### src/hdl/tmr_pkg.sv
`default_nettype none
package tmr_pkg;
	// ---------------------------------------------------------------
	// register map, byte addresses on the AXI4-Lite port
	// ---------------------------------------------------------------
	localparam int              ADDR_W      = 5;
	localparam logic [ADDR_W-1:0] ADDR_CTRL0 = 5'h00; // timer_control_0
	localparam logic [ADDR_W-1:0] ADDR_CTRL1 = 5'h04; // timer_control_1
	localparam logic [ADDR_W-1:0] ADDR_CNTL  = 5'h08; // count_low_byte
	localparam logic [ADDR_W-1:0] ADDR_CNTH  = 5'h0c; // count_high_byte
	localparam logic [ADDR_W-1:0] ADDR_CMPAL = 5'h10; // compare_a_low_byte
	localparam logic [ADDR_W-1:0] ADDR_CMPAH = 5'h14; // compare_a_high_byte
	localparam logic [ADDR_W-1:0] ADDR_PER   = 5'h18; // period_compare_byte

	// ---------------------------------------------------------------
	// reset values and bus answers
	// ---------------------------------------------------------------
	localparam logic [7:0]  CTRL0_RST   = 8'h00;
	localparam logic [7:0]  CTRL1_RST   = 8'h00;
	localparam logic [15:0] CNT_RST     = 16'h0000;
	localparam logic [15:0] CMPA_RST    = 16'h0000;
	localparam logic [7:0]  PER_RST     = 8'h00;
	localparam logic [7:0]  BUF_RST     = 8'h00;
	localparam logic [1:0]  RESP_OKAY   = 2'h0;
	localparam logic [1:0]  RESP_SLVERR = 2'h2;

	// ---------------------------------------------------------------
	// prescaler ratios
	// ---------------------------------------------------------------
	localparam int SYS_DIV  = 4;
	localparam int H_DIV_LO = 16;
	localparam int H_DIV_HI = 64;

	// ---------------------------------------------------------------
	// field encodings
	// ---------------------------------------------------------------
	typedef enum logic [2:0] {
		CK_SYS4 = 3'h0, CK_SYS = 3'h1, CK_H16 = 3'h2, CK_H64 = 3'h3,
		CK_TBC0 = 3'h4, CK_TBC1 = 3'h5, CK_EXT_RISE = 3'h6, CK_EXT_FALL = 3'h7
	} clk_sel_t;
	typedef enum logic [1:0] {
		MODE_CMP = 2'h0, MODE_CAP = 2'h1, MODE_PWM = 2'h2, MODE_TMR = 2'h3
	} op_mode_t;
	localparam logic [1:0] FN_NONE  = 2'h0, FN_LOW = 2'h1, FN_HIGH = 2'h2, FN_TOGGLE = 2'h3;
	localparam logic [1:0] FN_INACT = 2'h0, FN_ACT = 2'h1, FN_PWM = 2'h2, FN_PULSE = 2'h3;
	localparam logic [1:0] CAP_RISE = 2'h0, CAP_FALL = 2'h1, CAP_BOTH = 2'h2, CAP_OFF = 2'h3;

	// ---------------------------------------------------------------
	// register layouts and bus carriers
	// ---------------------------------------------------------------
	typedef struct packed {
		logic       pause;   // pause_bit
		clk_sel_t   clkSel;  // clock_select
		logic       on;      // timer_on
		logic [2:0] unused;  // reads as zero
	} ctrl0_t;
	typedef struct packed {
		op_mode_t   mode;     // operating_mode_field
		logic [1:0] outFn;    // output_function_field
		logic       outCtl;   // output_control_bit
		logic       outPol;   // output_polarity
		logic       perDuty;  // period_duty_select
		logic       clrSel;   // clear_select
	} ctrl1_t;
	typedef struct packed {
		logic              awvalid;
		logic [ADDR_W-1:0] awaddr;
		logic              wvalid;
		logic [31:0]       wdata;
		logic [3:0]        wstrb;
		logic              bready;
		logic              arvalid;
		logic [ADDR_W-1:0] araddr;
		logic              rready;
	} axi_req_t;
	typedef struct packed {
		logic        awready;
		logic        wready;
		logic        bvalid;
		logic [1:0]  bresp;
		logic        arready;
		logic        rvalid;
		logic [31:0] rdata;
		logic [1:0]  rresp;
	} axi_rsp_t;
endpackage
`default_nettype wire

### src/hdl/pin_sync.sv
`default_nettype none
module pin_sync
(
	input  wire logic mclk,   // system clock
	input  wire logic srst,   // synchronous reset
	input  wire logic ce,     // clock enable
	input  wire logic pinIn,  // asynchronous pin
	output logic      level,  // synchronised level
	output logic      rise,   // one-cycle rising edge
	output logic      fall    // one-cycle falling edge
);
	logic [1:0] syncQ;
	logic       prevQ;

	// two flops, then one more for edge history; only syncQ[1] is looked at
	always_ff @(posedge mclk)
	begin
		if (srst)
		begin
			syncQ <= 2'h0;
			prevQ <= 1'b0;
		end
		else if (ce)
		begin
			syncQ <= {syncQ[0], pinIn};
			prevQ <= syncQ[1];
		end
	end

	// edges are one to two cycles late against the pin
	assign level = syncQ[1];
	assign rise  = syncQ[1] && !prevQ;
	assign fall  = !syncQ[1] && prevQ;
endmodule // pin_sync
`default_nettype wire

### src/hdl/std_timer.sv
// Operation
// [RQ1] 16-bit up counter steps on each selected clock tick while on and unpaused.
// [RQ2] Comparator P matches period byte to count[15:8]; comparator A matches full count.
// [RQ3] Software cannot load the count; only a timer_on rise clears it. The code also clears it on overflow or a selected match.
// [RQ4] Overflow or selected match clears the count and raises a flag.
// [RQ5] Pause holds the count; clearing pause resumes from the held value.
// [RQ6] Clock select picks sys/4, sys, h/16, h/64, time-base, pin rise or fall.
// [RQ7] Timer off stops counting and keeps the value; turning on clears it.
// [RQ8] Compare mode: timer_on rise restores output to the output control level.
// [RQ9] Mode field picks compare, capture, PWM/pulse or timer; timer mode disables pin.
// [RQ10] Software should switch the timer off before changing the mode.
// [RQ11] Compare mode A match: keep, drive low, drive high or toggle output.
// [RQ12] PWM mode function: force inactive, force active, PWM, single pulse.
// [RQ13] Capture mode function: rising, falling, both edges, or capture disabled.
// [RQ14] Requested level equal to current level shows no change on match.
// [RQ15] Software must change the output function only with PWM timer off.
// [RQ16] Output control bit: initial level in compare, active level in PWM.
// [RQ17] Polarity bit inverts the output pin; no effect in timer mode.
// [RQ18] Period/duty select swaps which comparator sets PWM period and duty.
// [RQ19] Clear select: A match clears, else P match or overflow at period zero.
// [RQ20] Clear select only applies in compare and timer modes.
// [RQ21] Count readable through read-only bytes; compare A read/write byte pair.
// [RQ22] Low bytes go through an 8-bit buffer moved on high byte access.
// [RQ23] Compare mode with clear select high never raises the P flag.
// [RQ24] External clock pin is synchronised and edge detected before counting.
`default_nettype none
module std_timer
(
	input  wire logic              mclk,       // 250 MHz system clock
	input  wire logic              srst,       // synchronous reset, high
	input  wire logic              ce,         // clock enable, freezes all state
	input  wire tmr_pkg::axi_req_t axiReq,     // AXI4-Lite master to slave
	output tmr_pkg::axi_rsp_t      axiRsp,     // AXI4-Lite slave to master
	input  wire logic              hTick,      // high clock tick strobe
	input  wire logic              tbcTick,    // time-base tick strobe
	input  wire logic              extClkPin,  // external_clock_pin, async
	input  wire logic              capPin,     // capture input pin, async
	output logic                   tmrOut,     // timer output pin level
	output logic                   tmrOutEn,   // timer output pin enable
	output logic                   cmpAFlag,   // compare_a_flag pulse
	output logic                   cmpPFlag    // compare_p_flag pulse
);
	import tmr_pkg::*;

	// ---------------------------------------------------------------
	// state
	// ---------------------------------------------------------------
	ctrl0_t      ctrl0Q;
	ctrl1_t      ctrl1Q;
	logic [15:0] countQ;
	logic [15:0] countD;
	logic [15:0] cmpAQ;
	logic [7:0]  periodQ;
	logic [7:0]  byteBufQ;
	logic        onPrevQ;
	logic        lvlQ;
	logic        lvlD;
	logic        pulseQ;
	logic        flagAQ;
	logic        flagPQ;
	logic        outQ;
	logic        outEnQ;
	logic        bvalidQ;
	logic [1:0]  brespQ;
	logic        rvalidQ;
	logic [1:0]  rrespQ;
	logic [7:0]  rdataQ;

	// ---------------------------------------------------------------
	// clock sources
	// ---------------------------------------------------------------
	logic sys4Tick;
	logic h16Tick;
	logic h64Tick;
	logic extRise;
	logic extFall;
	logic capRise;
	logic capFall;

	tick_div #(.DIV(SYS_DIV)) sysDiv (
		.mclk(mclk), .srst(srst), .ce(ce), .tickIn(1'b1), .tickOut(sys4Tick));
	tick_div #(.DIV(H_DIV_LO)) hDivLo (
		.mclk(mclk), .srst(srst), .ce(ce), .tickIn(hTick), .tickOut(h16Tick));
	tick_div #(.DIV(H_DIV_HI)) hDivHi (
		.mclk(mclk), .srst(srst), .ce(ce), .tickIn(hTick), .tickOut(h64Tick));
	// pin clock goes through two flops before its edge is used
	pin_sync extSync ( // [RQ24]
		.mclk(mclk), .srst(srst), .ce(ce), .pinIn(extClkPin), .level(), .rise(extRise), .fall(extFall));
	pin_sync capSync (
		.mclk(mclk), .srst(srst), .ce(ce), .pinIn(capPin), .level(), .rise(capRise), .fall(capFall));

	// tick picked by clock_select; both time-base codes share one source
	wire [7:0] tickVec = {extFall, extRise, tbcTick, tbcTick, h64Tick, h16Tick, 1'b1, sys4Tick}; // [RQ6]
	wire       selTick = tickVec[ctrl0Q.clkSel]; // [RQ6]

	// ---------------------------------------------------------------
	// bus decode
	// ---------------------------------------------------------------
	wire              wrFire  = ce && axiReq.awvalid && axiReq.wvalid && !bvalidQ;
	wire              wrByte  = wrFire && axiReq.wstrb[0];
	wire [ADDR_W-1:0] wAddr   = axiReq.awaddr;
	wire [7:0]        wByte   = axiReq.wdata[7:0];
	wire              wrCtrl0 = wrByte && (wAddr == ADDR_CTRL0);
	wire              wrCtrl1 = wrByte && (wAddr == ADDR_CTRL1);
	wire              wrCmpAL = wrByte && (wAddr == ADDR_CMPAL);
	wire              wrCmpAH = wrByte && (wAddr == ADDR_CMPAH);
	wire              wrPer   = wrByte && (wAddr == ADDR_PER);
	// count bytes accept a write as a mapped no-op, so software cannot load them
	wire              wrHit   = (wAddr == ADDR_CTRL0) || (wAddr == ADDR_CTRL1) || (wAddr == ADDR_CNTL)
	                         || (wAddr == ADDR_CNTH) || (wAddr == ADDR_CMPAL) || (wAddr == ADDR_CMPAH)
	                         || (wAddr == ADDR_PER); // [RQ3]

	wire              rdFire  = ce && axiReq.arvalid && !rvalidQ;
	wire [ADDR_W-1:0] rAddr   = axiReq.araddr;
	wire              rdCntH  = rdFire && (rAddr == ADDR_CNTH);
	wire              rdCmpAH = rdFire && (rAddr == ADDR_CMPAH);
	// low bytes always come from the shared buffer
	wire [7:0]        rdByte  = (rAddr == ADDR_CTRL0) ? ctrl0Q :
	                            (rAddr == ADDR_CTRL1) ? ctrl1Q :
	                            (rAddr == ADDR_CNTH)  ? countQ[15:8] :
	                            (rAddr == ADDR_CMPAH) ? cmpAQ[15:8] :
	                            (rAddr == ADDR_PER)   ? periodQ :
	                            ((rAddr == ADDR_CNTL) || (rAddr == ADDR_CMPAL)) ? byteBufQ : 8'h00; // [RQ21]
	wire              rdHit   = (rAddr == ADDR_CTRL0) || (rAddr == ADDR_CTRL1) || (rAddr == ADDR_CNTL)
	                         || (rAddr == ADDR_CNTH) || (rAddr == ADDR_CMPAL) || (rAddr == ADDR_CMPAH)
	                         || (rAddr == ADDR_PER);

	// address and data are only taken together; a lone one waits
	assign axiRsp.awready = wrFire;
	assign axiRsp.wready  = wrFire;
	assign axiRsp.bvalid  = bvalidQ;
	assign axiRsp.bresp   = brespQ;
	assign axiRsp.arready = rdFire;
	assign axiRsp.rvalid  = rvalidQ;
	assign axiRsp.rdata   = {24'h000000, rdataQ};
	assign axiRsp.rresp   = rrespQ;

	// ---------------------------------------------------------------
	// counter and comparators
	// ---------------------------------------------------------------
	wire        modeCmp  = (ctrl1Q.mode == MODE_CMP);
	wire        modeCap  = (ctrl1Q.mode == MODE_CAP);
	wire        modePwm  = (ctrl1Q.mode == MODE_PWM);
	wire        modeTmr  = (ctrl1Q.mode == MODE_TMR);
	wire        cmpLike  = modeCmp || modeTmr;
	wire        onRise   = ctrl0Q.on && !onPrevQ; // [RQ3]
	wire        step     = ce && ctrl0Q.on && !ctrl0Q.pause && selTick && !onRise; // [RQ1] [RQ5] [RQ7]
	wire [15:0] countInc = countQ + 16'h0001; // [RQ1]
	// matches look at the value the step would produce, so a period of N ticks clears after N
	wire        matchA   = step && (countInc == cmpAQ); // [RQ2]
	// period zero matches at the wrap to zero, which is the overflow case
	wire        matchP   = step && (countInc[15:8] == periodQ) && (countInc[7:0] == 8'h00); // [RQ2] [RQ19]
	wire        pwmClr   = ctrl1Q.perDuty ? matchA : matchP; // [RQ18]
	wire        clrHit   = cmpLike ? (ctrl1Q.clrSel ? matchA : matchP) : (modePwm && pwmClr); // [RQ19] [RQ20] [RQ4]
	wire        capEdge  = (ctrl1Q.outFn == CAP_RISE) ? capRise :
	                       (ctrl1Q.outFn == CAP_FALL) ? capFall :
	                       (ctrl1Q.outFn == CAP_BOTH) ? (capRise || capFall) : 1'b0; // [RQ13]
	wire        capEvent = ce && modeCap && ctrl0Q.on && capEdge; // [RQ13]
	wire        flagAEv  = modeCap ? capEvent : matchA; // [RQ4]
	wire        flagPEv  = matchP && !(cmpLike && ctrl1Q.clrSel); // [RQ23]

	assign countD = onRise ? CNT_RST : clrHit ? CNT_RST : step ? countInc : countQ; // [RQ3] [RQ4] [RQ7]

	// ---------------------------------------------------------------
	// output shaping
	// ---------------------------------------------------------------
	wire       fnLevel  = (ctrl1Q.outFn == FN_LOW)    ? 1'b0 :
	                      (ctrl1Q.outFn == FN_HIGH)   ? 1'b1 :
	                      (ctrl1Q.outFn == FN_TOGGLE) ? !lvlQ : lvlQ; // [RQ11] [RQ14]
	wire       dutyEnd  = ctrl1Q.perDuty ? matchP : matchA;
	// duty at or above the period simply stays active all period long
	wire       dutyAct  = ctrl1Q.perDuty ? ((periodQ == 8'h00) || (countQ[15:8] < periodQ))
	                                     : (countQ < cmpAQ); // [RQ18]
	wire       pwmAct   = (ctrl1Q.outFn == FN_INACT) ? 1'b0 :
	                      (ctrl1Q.outFn == FN_ACT)   ? 1'b1 :
	                      (ctrl1Q.outFn == FN_PWM)   ? dutyAct : pulseQ; // [RQ12]
	wire       pwmLevel = pwmAct ? ctrl1Q.outCtl : !ctrl1Q.outCtl; // [RQ16]
	wire       pinLevel = modePwm ? pwmLevel : lvlQ;

	assign lvlD = (modeCmp && onRise) ? ctrl1Q.outCtl :
	              (modeCmp && matchA) ? fnLevel : lvlQ; // [RQ8] [RQ16] [RQ11]

	assign tmrOut   = outQ;
	assign tmrOutEn = outEnQ;
	assign cmpAFlag = flagAQ;
	assign cmpPFlag = flagPQ;

	// ---------------------------------------------------------------
	// registers written by software
	// ---------------------------------------------------------------
	// reserved control bits are dropped on write so they read back as zero
	always_ff @(posedge mclk)
	begin
		if (srst)
		begin
			ctrl0Q  <= CTRL0_RST;
			ctrl1Q  <= CTRL1_RST;
			periodQ <= PER_RST;
		end
		else
		begin
			if (wrCtrl0)
				ctrl0Q <= {wByte[7:3], 3'h0};
			if (wrCtrl1)
				ctrl1Q <= wByte;
			if (wrPer)
				periodQ <= wByte;
		end
	end

	// shared low-byte buffer; a same-cycle low write beats a high-read latch
	always_ff @(posedge mclk)
	begin
		if (srst)
			byteBufQ <= BUF_RST;
		else if (wrCmpAL)
			byteBufQ <= wByte; // [RQ22]
		else if (rdCntH)
			byteBufQ <= countQ[7:0]; // [RQ22]
		else if (rdCmpAH)
			byteBufQ <= cmpAQ[7:0]; // [RQ22]
	end

	// compare A takes both bytes at once; a capture wins over a bus write
	always_ff @(posedge mclk)
	begin
		if (srst)
			cmpAQ <= CMPA_RST;
		else if (capEvent)
			cmpAQ <= countQ; // [RQ13]
		else if (wrCmpAH)
			cmpAQ <= {wByte, byteBufQ}; // [RQ22] [RQ21]
	end

	// ---------------------------------------------------------------
	// timer state
	// ---------------------------------------------------------------
	always_ff @(posedge mclk)
	begin
		if (srst)
		begin
			countQ  <= CNT_RST;
			onPrevQ <= 1'b0;
			lvlQ    <= 1'b0;
			flagAQ  <= 1'b0;
			flagPQ  <= 1'b0;
		end
		else if (ce)
		begin
			countQ  <= countD;
			onPrevQ <= ctrl0Q.on;
			lvlQ    <= lvlD;
			flagAQ  <= flagAEv;
			flagPQ  <= flagPEv;
		end
	end

	// single pulse: armed by timer_on rising, ended by the duty match
	always_ff @(posedge mclk)
	begin
		if (srst)
			pulseQ <= 1'b0;
		else if (ce && onRise)
			pulseQ <= modePwm && (ctrl1Q.outFn == FN_PULSE); // [RQ12]
		else if (ce && dutyEnd)
			pulseQ <= 1'b0; // [RQ12]
	end

	// pin registered; released in timer and capture modes
	always_ff @(posedge mclk)
	begin
		if (srst)
		begin
			outQ   <= 1'b0;
			outEnQ <= 1'b0;
		end
		else if (ce)
		begin
			outQ   <= modeTmr ? 1'b0 : (pinLevel ^ ctrl1Q.outPol); // [RQ17]
			outEnQ <= modeCmp || modePwm; // [RQ9]
		end
	end

	// ---------------------------------------------------------------
	// bus answers
	// ---------------------------------------------------------------
	always_ff @(posedge mclk)
	begin
		if (srst)
		begin
			bvalidQ <= 1'b0;
			brespQ  <= RESP_OKAY;
			rvalidQ <= 1'b0;
			rrespQ  <= RESP_OKAY;
			rdataQ  <= 8'h00;
		end
		else if (ce)
		begin
			if (wrFire)
			begin
				bvalidQ <= 1'b1;
				brespQ  <= wrHit ? RESP_OKAY : RESP_SLVERR;
			end
			else if (axiReq.bready)
				bvalidQ <= 1'b0;
			if (rdFire)
			begin
				rvalidQ <= 1'b1;
				rrespQ  <= rdHit ? RESP_OKAY : RESP_SLVERR;
				rdataQ  <= rdByte;
			end
			else if (axiReq.rready)
				rvalidQ <= 1'b0;
		end
	end

	// ---------------------------------------------------------------
	// checks
	// ---------------------------------------------------------------
	property p_countStep;
		@(posedge mclk) disable iff (srst)
		(step && !clrHit) |=> (countQ == $past(countInc));
	endproperty
	a_countStep: assert property (p_countStep) else $error("count did not advance by one"); // [RQ1]

	property p_pauseHold;
		@(posedge mclk) disable iff (srst)
		(ctrl0Q.pause && ctrl0Q.on && onPrevQ) |=> $stable(countQ);
	endproperty
	a_pauseHold: assert property (p_pauseHold) else $error("count moved while paused"); // [RQ5]

	property p_onClear;
		@(posedge mclk) disable iff (srst)
		(ce && onRise) |=> (countQ == 16'h0000) && !onRise;
	endproperty
	a_onClear: assert property (p_onClear) else $error("count not cleared by timer_on rise"); // [RQ7]

	property p_offHold;
		@(posedge mclk) disable iff (srst)
		(!ctrl0Q.on) [*2] |-> $stable(countQ);
	endproperty
	a_offHold: assert property (p_offHold) else $error("count moved while off"); // [RQ3]

	property p_noPFlag;
		@(posedge mclk) disable iff (srst)
		(ce && modeCmp && ctrl1Q.clrSel) |=> !cmpPFlag;
	endproperty
	a_noPFlag: assert property (p_noPFlag) else $error("P flag raised with clear on A"); // [RQ23]

	property p_clearOnA;
		@(posedge mclk) disable iff (srst)
		(cmpLike && ctrl1Q.clrSel && matchA) |=> (countQ == 16'h0000) && cmpAFlag;
	endproperty
	a_clearOnA: assert property (p_clearOnA) else $error("A match did not clear and flag"); // [RQ19]

	property p_outHigh;
		@(posedge mclk) disable iff (srst)
		(modeCmp && matchA && !onRise && (ctrl1Q.outFn == FN_HIGH)) |=> lvlQ;
	endproperty
	a_outHigh: assert property (p_outHigh) else $error("output not driven high on A match"); // [RQ11]

	property p_initLevel;
		@(posedge mclk) disable iff (srst)
		(ce && modeCmp && onRise && !wrCtrl1) |=> (lvlQ == $past(ctrl1Q.outCtl));
	endproperty
	a_initLevel: assert property (p_initLevel) else $error("output not at initial level"); // [RQ8]

	property p_pinPolarity;
		@(posedge mclk) disable iff (srst)
		(ce && modeCmp && !wrCtrl1) |=> (tmrOut == ($past(lvlQ) ^ ctrl1Q.outPol));
	endproperty
	a_pinPolarity: assert property (p_pinPolarity) else $error("pin polarity wrong"); // [RQ17]

	property p_timerNoPin;
		@(posedge mclk) disable iff (srst)
		(ce && modeTmr && !wrCtrl1) |=> (!tmrOutEn && !tmrOut);
	endproperty
	a_timerNoPin: assert property (p_timerNoPin) else $error("pin driven in timer mode"); // [RQ9]
endmodule // std_timer
`default_nettype wire

### src/hdl/tick_div.sv
`default_nettype none
module tick_div
#(
	parameter int DIV = 4 // source ticks per output tick
)
(
	input  wire logic mclk,    // system clock
	input  wire logic srst,    // synchronous reset
	input  wire logic ce,      // clock enable
	input  wire logic tickIn,  // source tick
	output logic      tickOut  // divided tick, one cycle
);
	localparam int            CW   = (DIV > 1) ? $clog2(DIV) : 1;
	localparam logic [CW-1:0] LAST = CW'(DIV - 1);

	logic [CW-1:0] cntQ;

	// output fires on the last source tick of each group
	assign tickOut = tickIn && (cntQ == LAST);

	// counts source ticks only, so the ratio holds for a sparse source
	always_ff @(posedge mclk)
	begin
		if (srst)
			cntQ <= '0;
		else if (ce && tickIn)
			cntQ <= tickOut ? '0 : cntQ + 1'b1;
	end
endmodule // tick_div
`default_nettype wire

### config.mk
export PLATFORM = sky130hd
export DESIGN_NAME = std_timer
export DESIGN_NICKNAME = d
export VERILOG_FILES = /design/src/hdl/tmr_pkg.sv /design/src/hdl/pin_sync.sv /design/src/hdl/std_timer.sv /design/src/hdl/tick_div.sv
export SDC_FILE = /design/constraint.sdc
export NUM_CORES = 1
export LEC_CHECK = 0
export BUFFER_PORTS_ARGS = -buffer_cell sky130_fd_sc_hd__buf_2
export CAP_MARGIN = 20
export CORE_MARGIN = 2
export CORE_UTILIZATION = 35
export CTS_BUF_LIST = sky130_fd_sc_hd__clkbuf_8
export CTS_CLUSTER_DIAMETER = 40
export DETAILED_ROUTE_END_ITERATION = 8
export PLACE_DENSITY_LB_ADDON = 0.3
export SYNTH_ARGS = -nofsm -noshare
export SYNTH_HDL_FRONTEND = slang
export SYNTH_SLANG_ARGS = --single-unit
### constraint.sdc
create_clock -name mclk -period 2.8 [get_ports mclk]
set_input_delay 0.14 -clock mclk [delete_from_list [all_inputs] [get_ports mclk]]
set_output_delay 0.14 -clock mclk [all_outputs]
set_load 0.02 [all_outputs]
# Yosys cells after proc, flatten, opt, wreduce, memory -nomap -nowiden
# Index checks and enable logic that the tools add are counted.
# W data, S select, Z words.
# totals
word_cells,198
ramBits,0
inputBits,58
latchBits,0
output_inout_bits,45
reg_bits,100
rom_bits,0
n_memories,0
# classes
add_sub_neg,4
n_mul,0
n_div,0
n_bitwise,1
magnitude_cmp,3
eq_ne,23
reduce_logical,88
shifts,0
muxes,47
# op_table
operator,count
$mux W16,5
$mux W8,9
$logic_and A1 B1 Y1,39
$eq A5 B5 Y1 const B,6
$mux W1,27
$eq A5 B4 Y1 const B,4
$logic_or A1 B1 Y1,17
$add A16 B1 Y16 const B,1
$eq A16 B16 Y1,1
$logic_not A8 Y1,2
$lt A16 B16 Y1,1
$logic_not A1 Y1,12
$eq A2 B2 Y1 const B,5
$eq A5 B3 Y1 const B,2
$logic_not A5 Y1,2
$reduce_and A2 Y1,5
$reduce_bool A2 Y1,5
$eq A8 B8 Y1,1
$lt A8 B8 Y1,1
$add A6 B1 Y6 const B,1
$eq A6 B6 Y1 const B,1
$mux W2,3
$mux W6,1
$reduce_bool A3 Y1,2
other kinds (11),13

# Logic depth before layout (Yosys ltp)
# logic_depth
ltp_word,13
ltp_mapped,12

# By module
# Synthesis repeated with hierarchy kept, for this count alone.
# unflattened
cells_unflattened,890
area_unflattened_um2,6998.0
# modules_own_cells
mod,n_inst,cells_per_inst,seq_area_each_um2,area_each_um2
std_timer,1,803,1601.5,6192.2
tick_div at hDivHi,1,35,120.1,286.5
pin_sync,2,11,60.1,113.9
tick_div at hDivLo,1,20,80.1,185.2
tick_div at sysDiv,1,10,40.0,106.4

# Least setup slack after synthesis
# No wires, ideal clock.
# synth_timing
kind,reg2reg
startpoint,register countQ[0]
endpoint,register countQ[8]
setup_time_ps,126
period_less_slack_ps,2881
setup_slack_ps,-81
required_ps,2674
t_arrival_ps,2754
stages_incl_launch_ff,12
n_path_buf,2
path_cell_list,dfxtp_1 > ha_1 > buf_4 > nand4_4 > nor4_4 > xnor2_1 > or2b_2 > a2111oi_4 > a21oi_4 > a21oi_4 > buf_12 > o32ai_1
# synth_between
elab_chain_cells,9
word_cells_on_any_way,16
# synth_lines
element,line_no,text
start: declaration,std_timer.sv:50,logic [15:0] countQ;
start signal: assignment,std_timer.sv:250,countQ <= countD;
$add A16 B1 Y16 *,std_timer.sv:148,wire [15:0] countInc = countQ + 16'h0001;
$eq A8 B8 Y1,std_timer.sv:152,wire matchP = step && (countInc[15:8] == periodQ) && (countInc[7:0] == 8'h00);
$logic_and A1 B1 Y1 (2 in series),std_timer.sv:152,
$mux W1,std_timer.sv:153,wire pwmClr = ctrl1Q.perDuty ? matchA : matchP;
$logic_and A1 B1 Y1,std_timer.sv:154,wire clrHit = cmpLike ? (ctrl1Q.clrSel ? matchA : matchP) : (modePwm && pwmClr);
$mux W1,std_timer.sv:154,
$reduce_bool A3 Y1 (no source line) / $mux W16 (equally long branches),--,
$reduce_and A2 Y1 (no source line) / $mux W16 (equally long branches),--,
# Mark *: on every way between the ends. The rest lies on a longest branch, timed or not. The select of a mux whose other input is x is not followed.
# A chain may end at the register's enable or synchronous reset.

# Final worst setup path
# layout_timing
startpoint,register countQ[1]
endpoint,register countQ[11]
# The elaborated chain is that of the path after synthesis.

==> metrics.yaml <==
status:
  outcome: "finished, final reports clean"
setup_path:
  cp-start-kind: "flop"
  end_kind: "flop"
  reg2reg_to: "countQ[11]"
  crit_chain: "ha_4 -> nand4_4 -> a2111o_1 -> a2111oi_4 -> o2111ai_2 -> a2111oi_4 -> buf_4 -> a221oi_4 -> buf_4 -> nand4b_1 -> o21ai_2"
  critical_path.slowest_cell: "a2111o_1"
  worstSetupPathType: "reg -> reg"
  startpoint: "countQ[1]"
  cp_slowest_stage_delay_ns: 0.42
  ff2ff_path_depth: 11
  worstReg2RegStart: "countQ[1]"
  required_ns: 3.11
  ff2ff_setup_slack_ns: 0.04
  crit_arrival_ns: 3.07
  path_max_fanout: 5
floorplan:
  die_width_um: 145
  rows: 51
  ios: 103
  dieArea_mm2: 0.0209
  die_h_um: 145
  coreArea_mm2: 0.0194
  initial_utilization_pct: 35.6
logic_synthesis:
  async_reset_ff_share_pct: 0
  synth_top_area_cell: "dfxtp_1"
  synth-edff-count: 0
  yosys.cell_count.top_type: "nor2_1"
  yosys.cell_types.count: 81
  synthFlopType: "dfxtp_1"
  syn_inst: 845
  ys_ff_latch: 98
  seq_area_frac_synth_pct: 28.4
  synthTopCellsByArea: "dfxtp_1 (28%), mux2i_1 (8.1%), ha_1 (6.7%), nor2_1 (6.1%), a211oi_1 (3.6%)"
  yosysTopAreaCellShare_pct: 28.4
  synth_area_mm2: 0.00691
  synth_common_cells: "nor2_1 (112), dfxtp_1 (98), nand2_1 (58), mux2i_1 (56)"
  yosysWarnings: 0
  avgSynthCellArea_um2: 8.18
clocking:
  clock-root-buffer: "clkbuf_8"
  cts_tree: "yes"
  cts_buffers: 9
  clock_path_buffers: 2
  insertion_delay_ns: 0.40
  clk_pin_slew_ns: 0.11
  ctsHtreeMaxLevel: 3
  cts_num_sinks: 98
power_and_ir_drop:
  p_int_mw: 1.94
  power_switching_uw: 789
  p_leak_nw: 3.07
  p_clk_share_pct: 38.0
  irDropWorstVdd_v: 0.000339
  finalPower_mw: 2.73
  p_comb_share_pct: 9.4
  power.density_mw_per_mm2: 343
  seq_power_share_pct: 52.6
  switching_share_pct: 28.9
cells_and_area:
  drive_gt1_share_pct: 21.3
  utilization_pct: 40.9
  final_nets: 1006
  diodes: 0
  syn_to_final_growth_pct: 14.9
  fin_cells: 1181
placed_design:
  portBuffers: 49
  dp.cells: 1158
  gp_congestion: 0.888
  place_hpwl_mm: 15.5
drt:
  wire_per_inst_um: 17.3
  via_count: 6227
  drt_iter0_markers: 463
  ant_nets: 0
  dr.pass1.iters: 5
  drc: 0
  vias_per_cell: 5.27
  routed_wl_mm: 20.4
timing:
  worstMarginPinSlew_ns: 0.585
  rsz0062_at_grt: "true"
  finalSetupViolCount: 0
  fmax_ghz: 0.362
  finalCritPeriodShare_pct: 98.7
  skew_ns: 0.00828
  timing.slew.headroom_pct: 60.8
  finalCriticalPeriod_ns: 2.76
  maxSlewViolCount: 0
  holdWs_ns: 0.0331
  finalHoldViolations: 0
worst_hold_path:
  whs_endpoint: "bvalidQ"
  worstHoldPathType: "in -> reg"
  hold_start: "axiReq[7]"
  worstHoldPathCells: 4
grt:
  antenna_found_initial: 0
  grt_pass1_vias: 5628
  grt_pass1_wl_mm: 31.0
  overflow: 0
  grt_max_degree: 45
  grt_use_total_pct: 19.6
flow_run:
  drv_cap: 0
-- layer usage --
layer | part of all wire, % | track usage (%)
met5 | 0 | 0
met4 | 3.2 | 8.18
met3 | 4.5 | 3.11
met2 | 46 | 31.4
met1 | 46 | 26.3
-- worst max-delay path by stage --
stage,slack [ns],to
2_1_floorplan,0.09,countQ[8]
3_3_place_gp,0.08,countQ[4]
3_5_place_dp,0.05,countQ[2]
4_1_cts,0.02,countQ[4]
5_1_grt,-0.12,countQ[5]
6_report,0.04,countQ[11]
-- metrics by stage --
stage               TNS [ns]  setup slack (ns)  cell area [µm²]
detailed placement         0            0.0476             7520
global placement           0            0.0776             7520
CTS                        0            0.0181             7750
finish                     0            0.0374             7940
floorplan                  0            0.0866             7000
global route           -1.51            -0.117             7940
-- cells in the final DEF (no fill, tap or decap), types with 17 or more instances in the layout --
master and n:
nand2_1 58, mux2i_1 56, a211oi_1 33, ha_1 36
xnor2_1 23, nand3_1 28, buf_4 62, a21oi_1 38
inv_1 40, o21ai_0 34, dfxtp_1 94, nor2_1 112
nand4_1 17, conb_1 26, buf_2 49
-- power by group through the flow --
stage / registers, mW / logic (mW) / clock network, mW
floorplan: 1.47 / 0.187 / 0
global placement: 1.47 / 0.252 / 0
detailed placement: 1.47 / 0.253 / 0
CTS: 1.43 / 0.256 / 1.06
global route: 1.44 / 0.283 / 1.12
finish: 1.43 / 0.257 / 1.04
-- worst max-delay path: cells and delay by family (launching register included) --
family	cells	cell delay [ns]
and+or+nand+nor	2	0.27
adders and majority gates	1	0.16
AOI/OAI and AO/OA	6	1.48
DFF	1	0.37
buffers and inverters	2	0.40
-- registers in the layout (all words and copies together) (netlist names), 2 cells and up --
| signal | count |
|---|---|
| extSync.syncQ | 2 |
| hDivLo.cntQ | 4 |
| capSync.syncQ | 2 |
| countQ | 16 |
| hDivHi.cntQ | 6 |
| ctrl1Q | 8 |
| byteBufQ | 8 |
| ctrl0Q | 5 |
| rdataQ | 8 |
| sysDiv.cntQ | 2 |
| periodQ | 8 |
| cmpAQ | 16 |
-- cell type report --
class                           instances  area (µm²)
Clock buffer                            9         124
Clock inverter                          7        92.6
Multi-Input combinational cell        645        4470
Tap cell                              265         332
Sequential cell                        98        1970
Timing Repair Buffer                  117         802
Fill cell                            2018       11500
Inverter                               40         150
-- cells by family (layout without fill, tap and decap cells) --
| kind of cell | after synthesis | count (layout) | share of synthesized area, % |
|---|---|---|---|
| AOI/OAI and AO/OA | 184 | 184 | 18.7 |
| other | 1 | 26 | 0.0543 |
| and+or+nand+nor | 308 | 308 | 23.4 |
| buffers and inverters | 127 | 173 | 10.3 |
| xor gates and xnor gates | 34 | 34 | 4.31 |
| DFF | 98 | 98 | 28.4 |
| muxes | 56 | 56 | 8.11 |
| adders and majority gates | 37 | 37 | 6.70 |
-- what timing repair did --
item	4_1_cts	5_1_grt
endpoints found under the setup margin	0	21
hold buffers	2	0
endpoints found under the hold margin	2	0
buffers inserted	0	4
resized for setup	0	31
Note: power is estimated with default switching activity, not from simulation.
